===== src/hw/mpss_consts.svh =====
`ifndef MPSS_CONSTS_SVH
`define MPSS_CONSTS_SVH

// core clock period in ns (20 MHz)
`define MPSS_CLK_NS 50
// least-time conversion from ns to core cycles, rounded up
`define MPSS_CYC_UP(ns) (((ns) + `MPSS_CLK_NS - 1) / `MPSS_CLK_NS)

// master switching clock period, in ns, and in core cycles
`define MPSS_MCLK_NS 1000
`define MPSS_MCLK_CYC (`MPSS_MCLK_NS / `MPSS_CLK_NS)
// master clock ticks spent on phase detection
`define MPSS_DETECT_TICKS 4

// first delay-timer cycle after enable and supply release
`define MPSS_TD1_NS 100000
`define MPSS_TD1_CYC `MPSS_CYC_UP(`MPSS_TD1_NS)
// time per one-code step of the soft-start ramp
`define MPSS_SS_STEP_NS 5000
`define MPSS_SS_STEP_CYC `MPSS_CYC_UP(`MPSS_SS_STEP_NS)
// power-good masking time after the ramp reaches its target
`define MPSS_MASK_NS 50000
`define MPSS_MASK_CYC `MPSS_CYC_UP(`MPSS_MASK_NS)
// second delay-timer ramp, the power-good blanking interval
`define MPSS_TD3_NS 100000
`define MPSS_TD3_CYC `MPSS_CYC_UP(`MPSS_TD3_NS)

`endif


===== src/hw/mpss_pkg.sv =====
package mpss_pkg;

  // start-up sequencer states, in order of progress
  typedef enum logic [2:0] {
    ST_OFF    = 3'b000,
    ST_DELAY1 = 3'b001,
    ST_DETECT = 3'b010,
    ST_SOFTST = 3'b011,
    ST_MASK   = 3'b100,
    ST_BLANK  = 3'b101,
    ST_RUN    = 3'b110
  } mpss_state_t;

  // on-time of one phase, in core cycles
  typedef logic [7:0] mpss_ontime_t;

  // everything the block drives onto the four phase pins
  typedef struct packed {
    logic phase_a_drive;
    logic phase_b_drive;
    logic phase_c_drive;
    logic phase_d_drive;
    logic phase_c_oe;    // high while the block drives phase c
    logic phase_d_oe;    // high while the block drives phase d
    logic phase_c_sink;  // weak pull-down on phase c
    logic phase_d_sink;  // weak pull-down on phase d
  } mpss_pins_t;

endpackage


===== src/hw/mpss_phase_slice.sv =====
`timescale 1ns/1ns
// one phase: the pulse starts on its trigger and ends after the on-time
module mpss_phase_slice
  import mpss_pkg::*;
(
  input  wire logic         core_clk,
  input  wire logic         rstn,
  input  wire logic         run,
  input  wire logic         start,
  input  wire mpss_ontime_t ontime,
  output logic              drive
);

  logic [7:0] cnt;       // cycles since this phase was last triggered
  logic [7:0] next_cnt;
  logic       next_drive;

  // saturating count, so an on-time longer than the period stays high
  always_comb begin
    next_cnt = cnt;
    if (!run) begin
      next_cnt = 8'hff;
    end else if (start) begin
      next_cnt = 8'h00;
    end else if (cnt != 8'hff) begin
      next_cnt = cnt + 8'h01;
    end
    // each phase judged on its own, so duty may approach full on
    next_drive = run && (next_cnt < ontime);
  end

  // registers only
  always_ff @(posedge core_clk or negedge rstn) begin
    if (!rstn) begin
      cnt   <= 8'hff;
      drive <= 1'b0;
    end else begin
      cnt   <= next_cnt;
      drive <= next_drive;
    end
  end

endmodule


===== src/hw/mpss_top.sv =====
`timescale 1ns/1ns
`include "mpss_consts.svh"
module mpss_top
  import mpss_pkg::*;
(
  input  wire logic              core_clk,
  input  wire logic              rstn,
  input  wire logic              enable,
  input  wire logic              supply_undervoltage_lockout,
  input  wire logic [5:0]        vid_code,
  input  wire mpss_ontime_t [3:0] ontime,
  input  wire logic              phase_c_sense,
  input  wire logic              phase_d_sense,
  output mpss_pins_t             pins,
  output logic                   power_good_out,
  output logic [5:0]             ss_ramp_level
);

  mpss_state_t st;        // sequencer state
  mpss_state_t next_st;
  logic [11:0] tmr;       // shared interval timer
  logic [11:0] next_tmr;
  logic [5:0]  next_ss;   // soft-start ramp level
  logic [1:0]  det;       // detection ticks seen
  logic [1:0]  next_det;
  logic        strap_c;   // phase c found tied to supply
  logic        strap_d;   // phase d found tied to supply
  logic        next_strap_c;
  logic        next_strap_d;
  logic        go;        // enable high and supply out of lockout
  logic        mtick;     // last core cycle of a master clock period

  logic [4:0]  mcnt;      // master clock divider
  logic [4:0]  next_mcnt;
  logic [1:0]  rot;       // phase to trigger on the next tick
  logic [1:0]  next_rot;
  logic [3:0]  active;    // phases in use, bit 0 is phase a
  logic        sw_on;     // switching allowed in this state
  logic [3:0]  start;     // one-cycle trigger per phase
  logic [3:0]  drv;       // slice outputs
  mpss_pins_t  next_pins;
  logic [3:0]  pin_ctl;   // registered c/d oe then c/d sink
  logic        next_pg;

  // pick the next phase in use after cur, wrapping round
  function automatic logic [1:0] mpss_next_active(
    input logic [1:0] cur,
    input logic [3:0] mask
  );
    logic [1:0] cand;
    logic [1:0] res;
    res = cur;
    for (int i = 3; i >= 1; i--) begin
      cand = cur + 2'(i);
      if (mask[cand]) begin
        res = cand;
      end
    end
    return res;
  endfunction

  assign go     = enable && !supply_undervoltage_lockout;
  assign mtick  = (mcnt == 5'(`MPSS_MCLK_CYC - 1));
  // a strapped pin drops out of the set of phases
  assign active = {!strap_d, !strap_c, 2'b11};
  // no pulses before the ramp, so detection ticks stay quiet
  assign sw_on  = (st >= ST_SOFTST) && (st <= ST_RUN);

  // sequencer: delay, detect, ramp, masking, blanking, run
  always_comb begin
    next_st      = st;
    next_tmr     = tmr;
    next_ss      = ss_ramp_level;
    next_det     = det;
    next_strap_c = strap_c;
    next_strap_d = strap_d;
    case (st)
      ST_OFF: begin
        next_st  = ST_DELAY1;
        next_tmr = 12'h000;
      end
      ST_DELAY1: begin
        // exactly one delay interval before anything else
        if (tmr == 12'(`MPSS_TD1_CYC - 1)) begin
          next_st  = ST_DETECT;
          next_tmr = 12'h000;
        end else begin
          next_tmr = tmr + 12'h001;
        end
      end
      ST_DETECT: begin
        if (mtick) begin
          next_det = det + 2'h1;
          if (det == 2'(`MPSS_DETECT_TICKS - 1)) begin
            // sense is taken once, at the end of the window
            next_strap_c = phase_c_sense;
            next_strap_d = phase_d_sense;
            next_st      = ST_SOFTST;
          end
        end
      end
      ST_SOFTST, ST_MASK, ST_BLANK, ST_RUN: begin
        next_tmr = tmr + 12'h001;
        if (st == ST_SOFTST && ss_ramp_level == vid_code) begin
          next_st  = ST_MASK;
          next_tmr = 12'h000;
        end else if (st == ST_MASK &&
                     tmr == 12'(`MPSS_MASK_CYC - 1)) begin
          next_st  = ST_BLANK;
          next_tmr = 12'h000;
        end else if (st == ST_BLANK &&
                     tmr == 12'(`MPSS_TD3_CYC - 1)) begin
          next_st  = ST_RUN;
          next_tmr = 12'h000;
        end
        // ramp steps toward the code; later code changes slew too
        if (tmr >= 12'(`MPSS_SS_STEP_CYC - 1) &&
            ss_ramp_level != vid_code) begin
          next_ss = (ss_ramp_level < vid_code) ? ss_ramp_level + 6'h01
                                               : ss_ramp_level - 6'h01;
          if (st == ST_SOFTST || st == ST_RUN) begin
            next_tmr = 12'h000;
          end
        end
        if (st == ST_RUN && tmr == 12'hfff) begin
          next_tmr = tmr;  // hold rather than wrap
        end
      end
      default: begin
        next_st = ST_OFF;
      end
    endcase
    // losing enable or supply wipes every interval
    if (!go) begin
      next_st      = ST_OFF;
      next_tmr     = 12'h000;
      next_ss      = 6'h00;
      next_det     = 2'h0;
      next_strap_c = 1'b0;
      next_strap_d = 1'b0;
    end
  end

  // sequencer registers
  always_ff @(posedge core_clk or negedge rstn) begin
    if (!rstn) begin
      st            <= ST_OFF;
      tmr           <= 12'h000;
      ss_ramp_level <= 6'h00;
      det           <= 2'h0;
      strap_c       <= 1'b0;
      strap_d       <= 1'b0;
    end else begin
      st            <= next_st;
      tmr           <= next_tmr;
      ss_ramp_level <= next_ss;
      det           <= next_det;
      strap_c       <= next_strap_c;
      strap_d       <= next_strap_d;
    end
  end

  // master clock and phase rotation
  always_comb begin
    next_mcnt = mtick ? 5'h00 : mcnt + 5'h01;
    next_rot  = rot;
    // divider restarts so detection gets four whole periods
    if (!go || st == ST_DELAY1) begin
      next_mcnt = 5'h00;
    end
    if (!sw_on) begin
      next_rot = 2'h0;
    end else if (mtick) begin
      // one active phase per tick: rate is master over count
      next_rot = mpss_next_active(rot, active);
    end
    start = 4'h0;
    if (sw_on && mtick) begin
      start[rot] = 1'b1;
    end
  end

  // divider registers
  always_ff @(posedge core_clk or negedge rstn) begin
    if (!rstn) begin
      mcnt <= 5'h00;
      rot  <= 2'h0;
    end else begin
      mcnt <= next_mcnt;
      rot  <= next_rot;
    end
  end

  // independent slices, so pulses of different phases may overlap
  for (genvar g = 0; g < 4; g++) begin : g_phase
    mpss_phase_slice u_slice (
      .core_clk (core_clk),
      .rstn     (rstn),
      .run      (sw_on && active[g] && go),
      .start    (start[g]),
      .ontime   (ontime[g]),
      .drive    (drv[g])
    );
  end

  // pin controls follow the state being entered
  always_comb begin
    next_pins = '0;
    // weak sink and sense from power-off until the ramp
    next_pins.phase_c_sink = (next_st <= ST_DETECT);
    next_pins.phase_d_sink = (next_st <= ST_DETECT);
    // unstrapped pins switch, strapped ones float
    next_pins.phase_c_oe = (next_st >= ST_SOFTST) && !next_strap_c;
    next_pins.phase_d_oe = (next_st >= ST_SOFTST) && !next_strap_d;
    // the sink doubles as a drive-low while detecting
    next_pins.phase_c_drive = 1'b0;
    next_pins.phase_d_drive = 1'b0;
    next_pg = (next_st == ST_RUN);
  end

  // pin control registers; slice drives are already flops
  always_ff @(posedge core_clk or negedge rstn) begin
    if (!rstn) begin
      pin_ctl        <= 4'h3;
      power_good_out <= 1'b0;
    end else begin
      pin_ctl        <= {next_pins.phase_c_oe, next_pins.phase_d_oe,
                         next_pins.phase_c_sink, next_pins.phase_d_sink};
      power_good_out <= next_pg;
    end
  end

  // one driver for the whole pin struct, so no field has two sources;
  // a and b are low in detection because their slices are idle
  assign pins = {drv[0], drv[1], drv[2], drv[3], pin_ctl};

  // helper: core cycles between two triggers of phase a
  logic [7:0] since_a;
  logic       seen_a;
  always_ff @(posedge core_clk or negedge rstn) begin
    if (!rstn) begin
      since_a <= 8'h00;
      seen_a  <= 1'b0;
    end else begin
      since_a <= start[0] ? 8'h01 : since_a + 8'h01;
      seen_a  <= sw_on && (seen_a || start[0]);
    end
  end

  property p_delay_first;
    @(posedge core_clk) disable iff (!rstn)
    (st == ST_OFF && go) |=> st == ST_DELAY1 ##1 st == ST_DELAY1;
  endproperty
  a_delay_first: assert property (p_delay_first)
    else $error("delay interval not started first");

  property p_detect_quiet;
    @(posedge core_clk) disable iff (!rstn)
    (st == ST_DETECT) |-> (drv == 4'h0);
  endproperty
  a_detect_quiet: assert property (p_detect_quiet)
    else $error("pulse seen during phase detection");

  property p_ramp_start;
    @(posedge core_clk) disable iff (!rstn)
    (st == ST_DETECT && mtick && det == 2'h3 && go)
      |=> (st == ST_SOFTST && ss_ramp_level == 6'h00);
  endproperty
  a_ramp_start: assert property (p_ramp_start)
    else $error("soft start did not follow detection");

  property p_blank_after_mask;
    @(posedge core_clk) disable iff (!rstn)
    (st == ST_MASK && go && tmr == 12'(`MPSS_MASK_CYC - 1))
      |=> st == ST_BLANK && !power_good_out;
  endproperty
  a_blank_after_mask: assert property (p_blank_after_mask)
    else $error("blanking did not follow masking");

  property p_sink_early;
    @(posedge core_clk) disable iff (!rstn)
    (st == ST_OFF) |=> (pins.phase_c_sink && pins.phase_d_sink &&
                        !pins.phase_c_oe && !pins.phase_d_oe);
  endproperty
  a_sink_early: assert property (p_sink_early)
    else $error("weak sink missing before soft start");

  property p_float_strapped;
    @(posedge core_clk) disable iff (!rstn)
    (st == ST_RUN && strap_d) |-> (!pins.phase_d_oe &&
      !pins.phase_d_sink && !pins.phase_d_drive);
  endproperty
  a_float_strapped: assert property (p_float_strapped)
    else $error("strapped phase not floating");

  property p_drive_unstrapped;
    @(posedge core_clk) disable iff (!rstn)
    (st == ST_RUN && !strap_c) |-> (pins.phase_c_oe && !pins.phase_c_sink);
  endproperty
  a_drive_unstrapped: assert property (p_drive_unstrapped)
    else $error("unstrapped phase not driven");

  property p_period;
    @(posedge core_clk) disable iff (!rstn)
    (start[0] && seen_a) |->
      since_a == 8'(`MPSS_MCLK_CYC * (2 + 32'(!strap_c) + 32'(!strap_d)));
  endproperty
  a_period: assert property (p_period)
    else $error("phase period not master over count");

  property p_disable;
    @(posedge core_clk) disable iff (!rstn)
    (!enable) [*2] |-> (drv == 4'h0 && !power_good_out && st == ST_OFF);
  endproperty
  a_disable: assert property (p_disable)
    else $error("enable low left outputs active");

  c_run: cover property (@(posedge core_clk) disable iff (!rstn)
    st == ST_RUN && power_good_out);
  c_three: cover property (@(posedge core_clk) disable iff (!rstn)
    st == ST_RUN && strap_d && !strap_c);
  c_two: cover property (@(posedge core_clk) disable iff (!rstn)
    st == ST_RUN && strap_d && strap_c);
  c_overlap: cover property (@(posedge core_clk) disable iff (!rstn)
    drv[0] && drv[1]);

endmodule


===== config.mk =====
export PLATFORM = sky130hd
export DESIGN_NAME = mpss_top
export DESIGN_NICKNAME = d
export VERILOG_FILES = /design/src/hw/mpss_pkg.sv /design/src/hw/mpss_phase_slice.sv /design/src/hw/mpss_top.sv
export VERILOG_INCLUDE_DIRS = /design/src /design/src/hw
export SDC_FILE = /design/constraint.sdc
export NUM_CORES = 1
export LEC_CHECK = 0
export CORE_AREA = 2 2 109 111
export CTS_CLUSTER_DIAMETER = 80
export DETAILED_ROUTE_END_ITERATION = 10
export DIE_AREA = 0 0 111 113
export DONT_BUFFER_PORTS = 1
export PLACE_DENSITY_LB_ADDON = 0.08
export SYNTH_ARGS = -nofsm -noshare
export SYNTH_HDL_FRONTEND = slang
export SYNTH_SLANG_ARGS = --single-unit

===== constraint.sdc =====
create_clock -name core_clk -period 3.5 [get_ports core_clk]
set_clock_uncertainty 0.05 [all_clocks]
set_input_delay 0.35 -clock core_clk [delete_from_list [all_inputs] [get_ports core_clk]]
set_output_delay 0.35 -clock core_clk [all_outputs]
set_load 0.005 [all_outputs]

==> run metrics, run 1 <==
CTS tree done; Sink Count 72; Root Buffer clkbuf_16; Cell Chain, Critical Path ha_1 -> a21o_1 -> a21o_1 -> a221oi_1 -> inv_1 -> ha_1 -> a211oi_1 -> o21bai_1 -> a21oi_1 -> xor2_1 -> a211o_1 -> nand2_1; crit end category register; pre-CTS setup slack 0.510 ns; Crit path max-delay family compound AO/OA/AOI/OAI gates; CP peak stage delay 0.43 ns; Post-synth top flop dfrtp_1; PostCTS Resize Cnt 0; DRT Wirelength 11000 µm; post-synthesis compound-gate area fraction 18.4%; Row Count 39; CP Buf/Inv Count 1; Synth Area in XOR/XNOR 4.20%; die height 113 µm; # diodes 0; nets 649; Via-to-Cell Ratio 5.74; initial antenna violation count 0; RePlAce Congestion 0.835; DR pass1 iterations 6; cells after synthesis 553; WL per Instance 15.7 µm; Worst Setup EP ss_ramp_level[5]; Post-synth EDFFs 0; Syn. warnings 0; # Max-Cap Violations 0; CP Launch Type register; Simple-Gate Fraction of Synth Area 19.7%; final worst path period need 2.98 ns; FF+latch count, synth 72; H-tree Lvls 3; relative slew slack 41.5%; post-synthesis mux area share 1.80%; final core utilization 48.5%; Reg2Reg Setup Slack 0.52 ns; Final Hold Fails 0; WP depth 12; Worst-Skew Late Latency 0.34 ns; vias in the first global route 3984; vias post-DR 4026; FF-to-FF End ss_ramp_level[5]; Seq/Total Area, Yosys 36.8%; RSZ-0062 raised after global routing false; worst hold path type in -> reg; PD cells 331 mW/mm²; Yosys cell types 61; Final TNS setup 0 ns; Hold Path Depth 2; Syn Nets 648; initial core utilization 44.4%; First DRT Iteration DRCs 169; Mapped Area 0.00500 mm²; Post-synth ARST share 100%; Layout area overhead 9.30%; Tightest Pin Transition 0.872 ns; combinational family with the most area after synthesis simple AND/OR/NAND/NOR gates; post-CTS setup buffer count 0; status completed; adder-cell share of the synthesized area 12.9%; Clk pin slew, worst setup/hold paths 0.06 ns; critical path type reg -> reg; period utilisation layout 85.2%; Max Slew Vio Count 0; core area 0.0113 mm²; CP max stage cell dfrtp_1; Die Width 111 µm; hpwl dp 7910 µm; Synth top area share 19.5%; VDD IR max 0.319 mV; Clock Path Buffers 2; I/O pin cnt 59; TritonCTS Buffers 9; largest net degree at the start of global routing 73; DRC 0; final worst slack 0.516 ns; Leak 2.46 nW; layout cell share with drive strength beyond 1 12.2%; ANT nets after route 0; ranking of synthesized cells by area dfrtp_1, dfstp_2, ha_1; first-pass GRT wire length 18900 µm; global route total overflow 0; largest area contributor in the netlist dfrtp_1; R2R depth 12; Total Routing Usage GR 18.5%; Setup-failing EPs final 0; syn_area_per_cell 9.05 µm²; Crit path arrival time 3.21 ns; crit-path max FO 4; reg-to-reg startpoint ss_ramp_level[3]; FILL cells 1056; CP Launch Point ss_ramp_level[3]; WP data required 3.73 ns; total die area 0.0125 mm²; fmax 335 MHz; # hold bufs at CTS 2; I/O Buffers 0
[state kept, by name, summed over array words and instances, names as in the netlist]
signal / count
det: 2
g_phase.u_slice.cnt: 32
g_phase.u_slice.drive: 4
mcnt: 5
pin_ctl: 3
power_good_out: 1
rot: 2
ss_ramp_level: 6
st: 3
strap_c: 1
strap_d: 1
tmr: 12
[where the power goes]
part	switching, mW	internal, mW	leakage (nW)	total [mW]
clock network	0.340	0.537	0.139	0.877
logic	0.0585	0.0375	1.43	0.0961
registers	0.00141	0.837	0.891	0.838
[kinds of logic after synthesis]
logic type,Yosys count
and+or+nand+nor,180
AOI/OAI and AO/OA,143
buffers and inverters,74
DFF,72
adders and majority gates,51
xor gates and xnor gates,24
muxes,9
[synth_stat cells, drive strengths merged, types with 10 or more instances]
| cell | count |
|---|---|
| nand3 | 22 |
| a21oi | 20 |
| xnor2 | 10 |
| nor2 | 27 |
| clkbuf | 10 |
| nand2 | 40 |
| and3 | 19 |
| inv | 52 |
| xor2 | 14 |
| dfrtp | 39 |
| dfstp | 33 |
| a211oi | 11 |
| o21ai | 52 |
| nand4 | 17 |
| buf | 12 |
| ha | 50 |
[layer usage]
layer / track usage (%) / vias to the layer above / wire length (µm)
li1: - / 2008 / -
met5: 0 / - / 0
met1: 23.3 / 1898 / 5180
met4: 5.67 / 0 / 201
met3: 5.41 / 22 / 488
met2: 30.9 / 98 / 5120
[layout by cell type, fill, tap and decap left out, types with 3 or more instances in the layout]
cell type  synthesis  routed
a21oi_1           19      19
dfrtp_1           39      39
nand2b_1           5       5
nor4_1             3       3
o21ai_1            9       9
nor2b_1            7       7
nand3_1           22      22
ha_1              50      50
o21a_1             7       7
dfstp_2           33      33
nand2_1           40      40
inv_1             52      52
and3_1            19      19
xor2_1            14      14
a21o_1             9       9
mux2i_1            9       9
buf_4              6      10
o21ai_0           43      43
o211ai_1           4       4
nand3b_1           6       6
xnor2_1           10      10
a31oi_1            8       8
nor3_1             8       8
o31ai_1            7       7
o311ai_1           3       3
a211oi_1           9       9
nor2_1            27      27
clkbuf_8           0       3
and4_1             7       7
clkbuf_16          0       9
nand4_1           17      17
or3_1              4       4
o22ai_1            4       4
[per-stage QoR]
stage	total power, mW	cell area [µm²]	instances	hold slack (ns)
floorplan	0.908	5000	553	0.00441
global placement	0.923	5140	684	0.00904
detailed placement	0.926	5140	684	0.00896
CTS	1.84	5470	702	0.175
global route	1.90	5470	702	0.188
finish	1.81	5470	702	0.187
[worst min-delay path by stage]
stage,startpoint,end
floorplan,rstn,det[0]
global placement,rstn,g_phase[1].u_slice.drive
detailed placement,rstn,g_phase[1].u_slice.drive
CTS,phase_d_sense,strap_d
global route,phase_d_sense,strap_d
finish,phase_c_sense,strap_c
[worst reg2reg max path, stage by stage (launching register included)]
cell      delay [ns]
dfrtp_1         0.43
ha_1            0.31
a21o_1          0.18
a21o_1          0.17
a221oi_1        0.34
inv_1           0.15
ha_1            0.32
a211oi_1        0.23
o21bai_1        0.10
a21oi_1         0.17
xor2_1          0.10
a211o_1         0.29
nand2_1         0.06
[layout make-up]
cell class              count  area (µm²)  share of cell area [%]
clock buffers              14         274                    5.01
clock inverters             2        12.5                   0.229
inverters                  52         195                    3.57
multi-input cells         407        2850                    52.2
flip-flops and latches     72        1840                    33.7
well taps                 143         179                    3.27
repair buffers             12         113                    2.06
(Power assumes the default switching activity.)
==> run 2, diff against run 1 <==
--- a/config.mk
+++ b/config.mk
@@ -6,10 +6,11 @@
 export SDC_FILE = /design/constraint.sdc
 export NUM_CORES = 1
 export LEC_CHECK = 0
-export CORE_AREA = 2 2 109 111
+export ABC_AREA = 1
+export CORE_AREA = 5 5 114 116
 export CTS_CLUSTER_DIAMETER = 80
 export DETAILED_ROUTE_END_ITERATION = 10
-export DIE_AREA = 0 0 111 113
+export DIE_AREA = 0 0 119 121
 export DONT_BUFFER_PORTS = 1
 export PLACE_DENSITY_LB_ADDON = 0.08
 export SYNTH_ARGS = -nofsm -noshare
==> run metrics, run 2 <==
crit end category register; Commonest cells post-synth nand2_1, inv_1, nor2_1, ha_1, o21ai_0; Hold Path Depth 2; Syn Nets 765; Leak 2.98 nW; I/O pin cnt 59; Seq/Total Area, Yosys 35.6%; First DRT Iteration DRCs 157; # diodes 0; Setup-failing EPs final 0; worst hold path type in -> reg; Layout area overhead 9.08%; PostCTS Resize Cnt 0; ANT nets after route 0; Yosys cell types 44; # Max-Cap Violations 0; syn_area_per_cell 7.73 µm²; R2R depth 15; Post-synth EDFFs 0; Total Routing Usage GR 16.5%; global route total overflow 0; first-pass GRT wire length 19300 µm; Post-synth top flop dfrtp_1; Clock Path Buffers 2; layout cell share with drive strength beyond 1 14.0%; Via-to-Cell Ratio 5.08; DRT Wirelength 11000 µm; Max Slew Vio Count 0; FILL cells 1153; Tightest Pin Transition 0.656 ns; Crit path arrival time 2.83 ns; Row Count 40; largest area contributor in the netlist dfrtp_1; most frequent cells in the layout nand2_1, inv_1, nor2_1; DR pass1 iterations 4; cells after synthesis 670; period utilisation layout 74.8%; VDD IR max 0.157 mV; Worst-Skew Late Latency 0.34 ns; RSZ-0062 raised after global routing false; nets 769; fmax 382 MHz; DRC 0; critical path type reg -> reg; H-tree Lvls 3; hpwl dp 8210 µm; ranking of synthesized cells by area dfrtp_1, dfstp_2, ha_1; final worst path period need 2.62 ns; CTS tree done; WL per Instance 13.3 µm; most common cell after layout, fill and taps aside nand2_1; Sink Count 72; pre-CTS setup slack 0.880 ns; Hold WS 0.192 ns; Root Buffer clkbuf_16; status completed; # hold bufs at CTS 2; initial antenna violation count 0; core area 0.0118 mm²; Top reg by flops g_phase.u_slice.cnt; final worst slack 0.881 ns; vias in the first global route 4145; FF+latch count, synth 72; Final TNS setup 0 ns; Mapped Area 0.00518 mm²; largest net degree at the start of global routing 73; PD cells 344 mW/mm²; Largest register FFs 32; TritonCTS Buffers 9; area of the multi-input gates 0.00284 mm²; relative slew slack 55.8%; post-CTS setup buffer count 0; final core utilization 47.8%; Post-synth ARST share 100%; Die Width 119 µm; crit-path max FO 4; most frequent cell after synthesis nand2_1; Final Hold Fails 0; Top Registers g_phase.u_slice.cnt x32, tmr x12, ss_ramp_level x6; total die area 0.0144 mm²; Clk pin slew, worst setup/hold paths 0.06 ns; WP data required 3.72 ns; die height 121 µm; CP Launch Type register; Synth top area share 18.8%; vias post-DR 4195; RePlAce Congestion 0.852; Syn. warnings 0; initial core utilization 43.8%; Reg area 0.00184 mm²; I/O Buffers 0
==> run 2: cells by family (layout without fill, tap and decap cells) <==
family                     count (synthesis)  count (layout)  share of synthesized area [%]
and+or+nand+nor                          303             303                           27.2
xor gates and xnor gates                  24              24                           4.06
DFF                                       72              72                           35.6
adders and majority gates                 51              51                           12.5
buffers and inverters                    122             131                           9.66
AOI/OAI and AO/OA                         98              98                           11.0
==> run 2: routing by layer <==
| layer | up-vias | GRT usage, % | part of all wire (%) |
|---|---|---|---|
| met1 | 1942 | 21.1 | 47 |
| li1 | 2171 | - | - |
| met3 | 15 | 3.26 | 3.3 |
| met2 | 67 | 26.9 | 47 |
| met5 | - | 0 | 0 |
| met4 | 0 | 7.31 | 2.0 |
==> run 2: final cells by class <==
cell class,instances,area share (%)
well taps,147,3.26
clock buffers,10,4.23
flip-flops and latches,72,32.6
inverters,112,7.44
clock inverters,6,1.46
repair buffers,3,0.797
multi-input cells,476,50.2
==> run 2: critical path, cell delays in order, from the launching register on <==
cell and delay (ns):
dfstp_2 0.56, ha_1 0.20, inv_1 0.06, nor3_1 0.28
nand3_1 0.20, nand2_1 0.10, inv_1 0.05, nand2_1 0.07
nor2_1 0.05, xor2_1 0.13, nand2_1 0.06, nand2_1 0.07
ha_1 0.30, a21oi_1 0.15, o211ai_1 0.10, a21oi_2 0.12
==> run 2: where the power goes <==
part	total, mW	leakage, nW	internal, mW	switching (mW)
Sequential	0.838	0.891	0.836	0.00205
Combinational	0.100	1.93	0.0339	0.0666
Clock	1.00	0.158	0.640	0.364
==> run 2: final timing paths <==
kind / start / to / slack, ns
min reg2reg: mcnt[0] / mcnt[0] / 0.41
max: g_phase[0].u_slice.cnt[0] / g_phase[0].u_slice.drive / 0.88
min: phase_d_sense / strap_d / 0.19
min in group asynchronous: rstn / g_phase[0].u_slice.drive / 0.53
max in group asynchronous: rstn / g_phase[3].u_slice.cnt[2] / 2.53
max reg2reg: g_phase[0].u_slice.cnt[0] / g_phase[0].u_slice.drive / 0.88
==> run 2: metrics by stage <==
| stage | cell area (µm²) | std cells | power, mW |
|---|---|---|---|
| after floorplan | 5180 | 670 | 0.916 |
| after global placement | 5290 | 808 | 0.929 |
| after detailed placement | 5290 | 808 | 0.933 |
| after CTS | 5650 | 826 | 1.98 |
| after global routing | 5650 | 826 | 2.04 |
| final | 5650 | 826 | 1.94 |
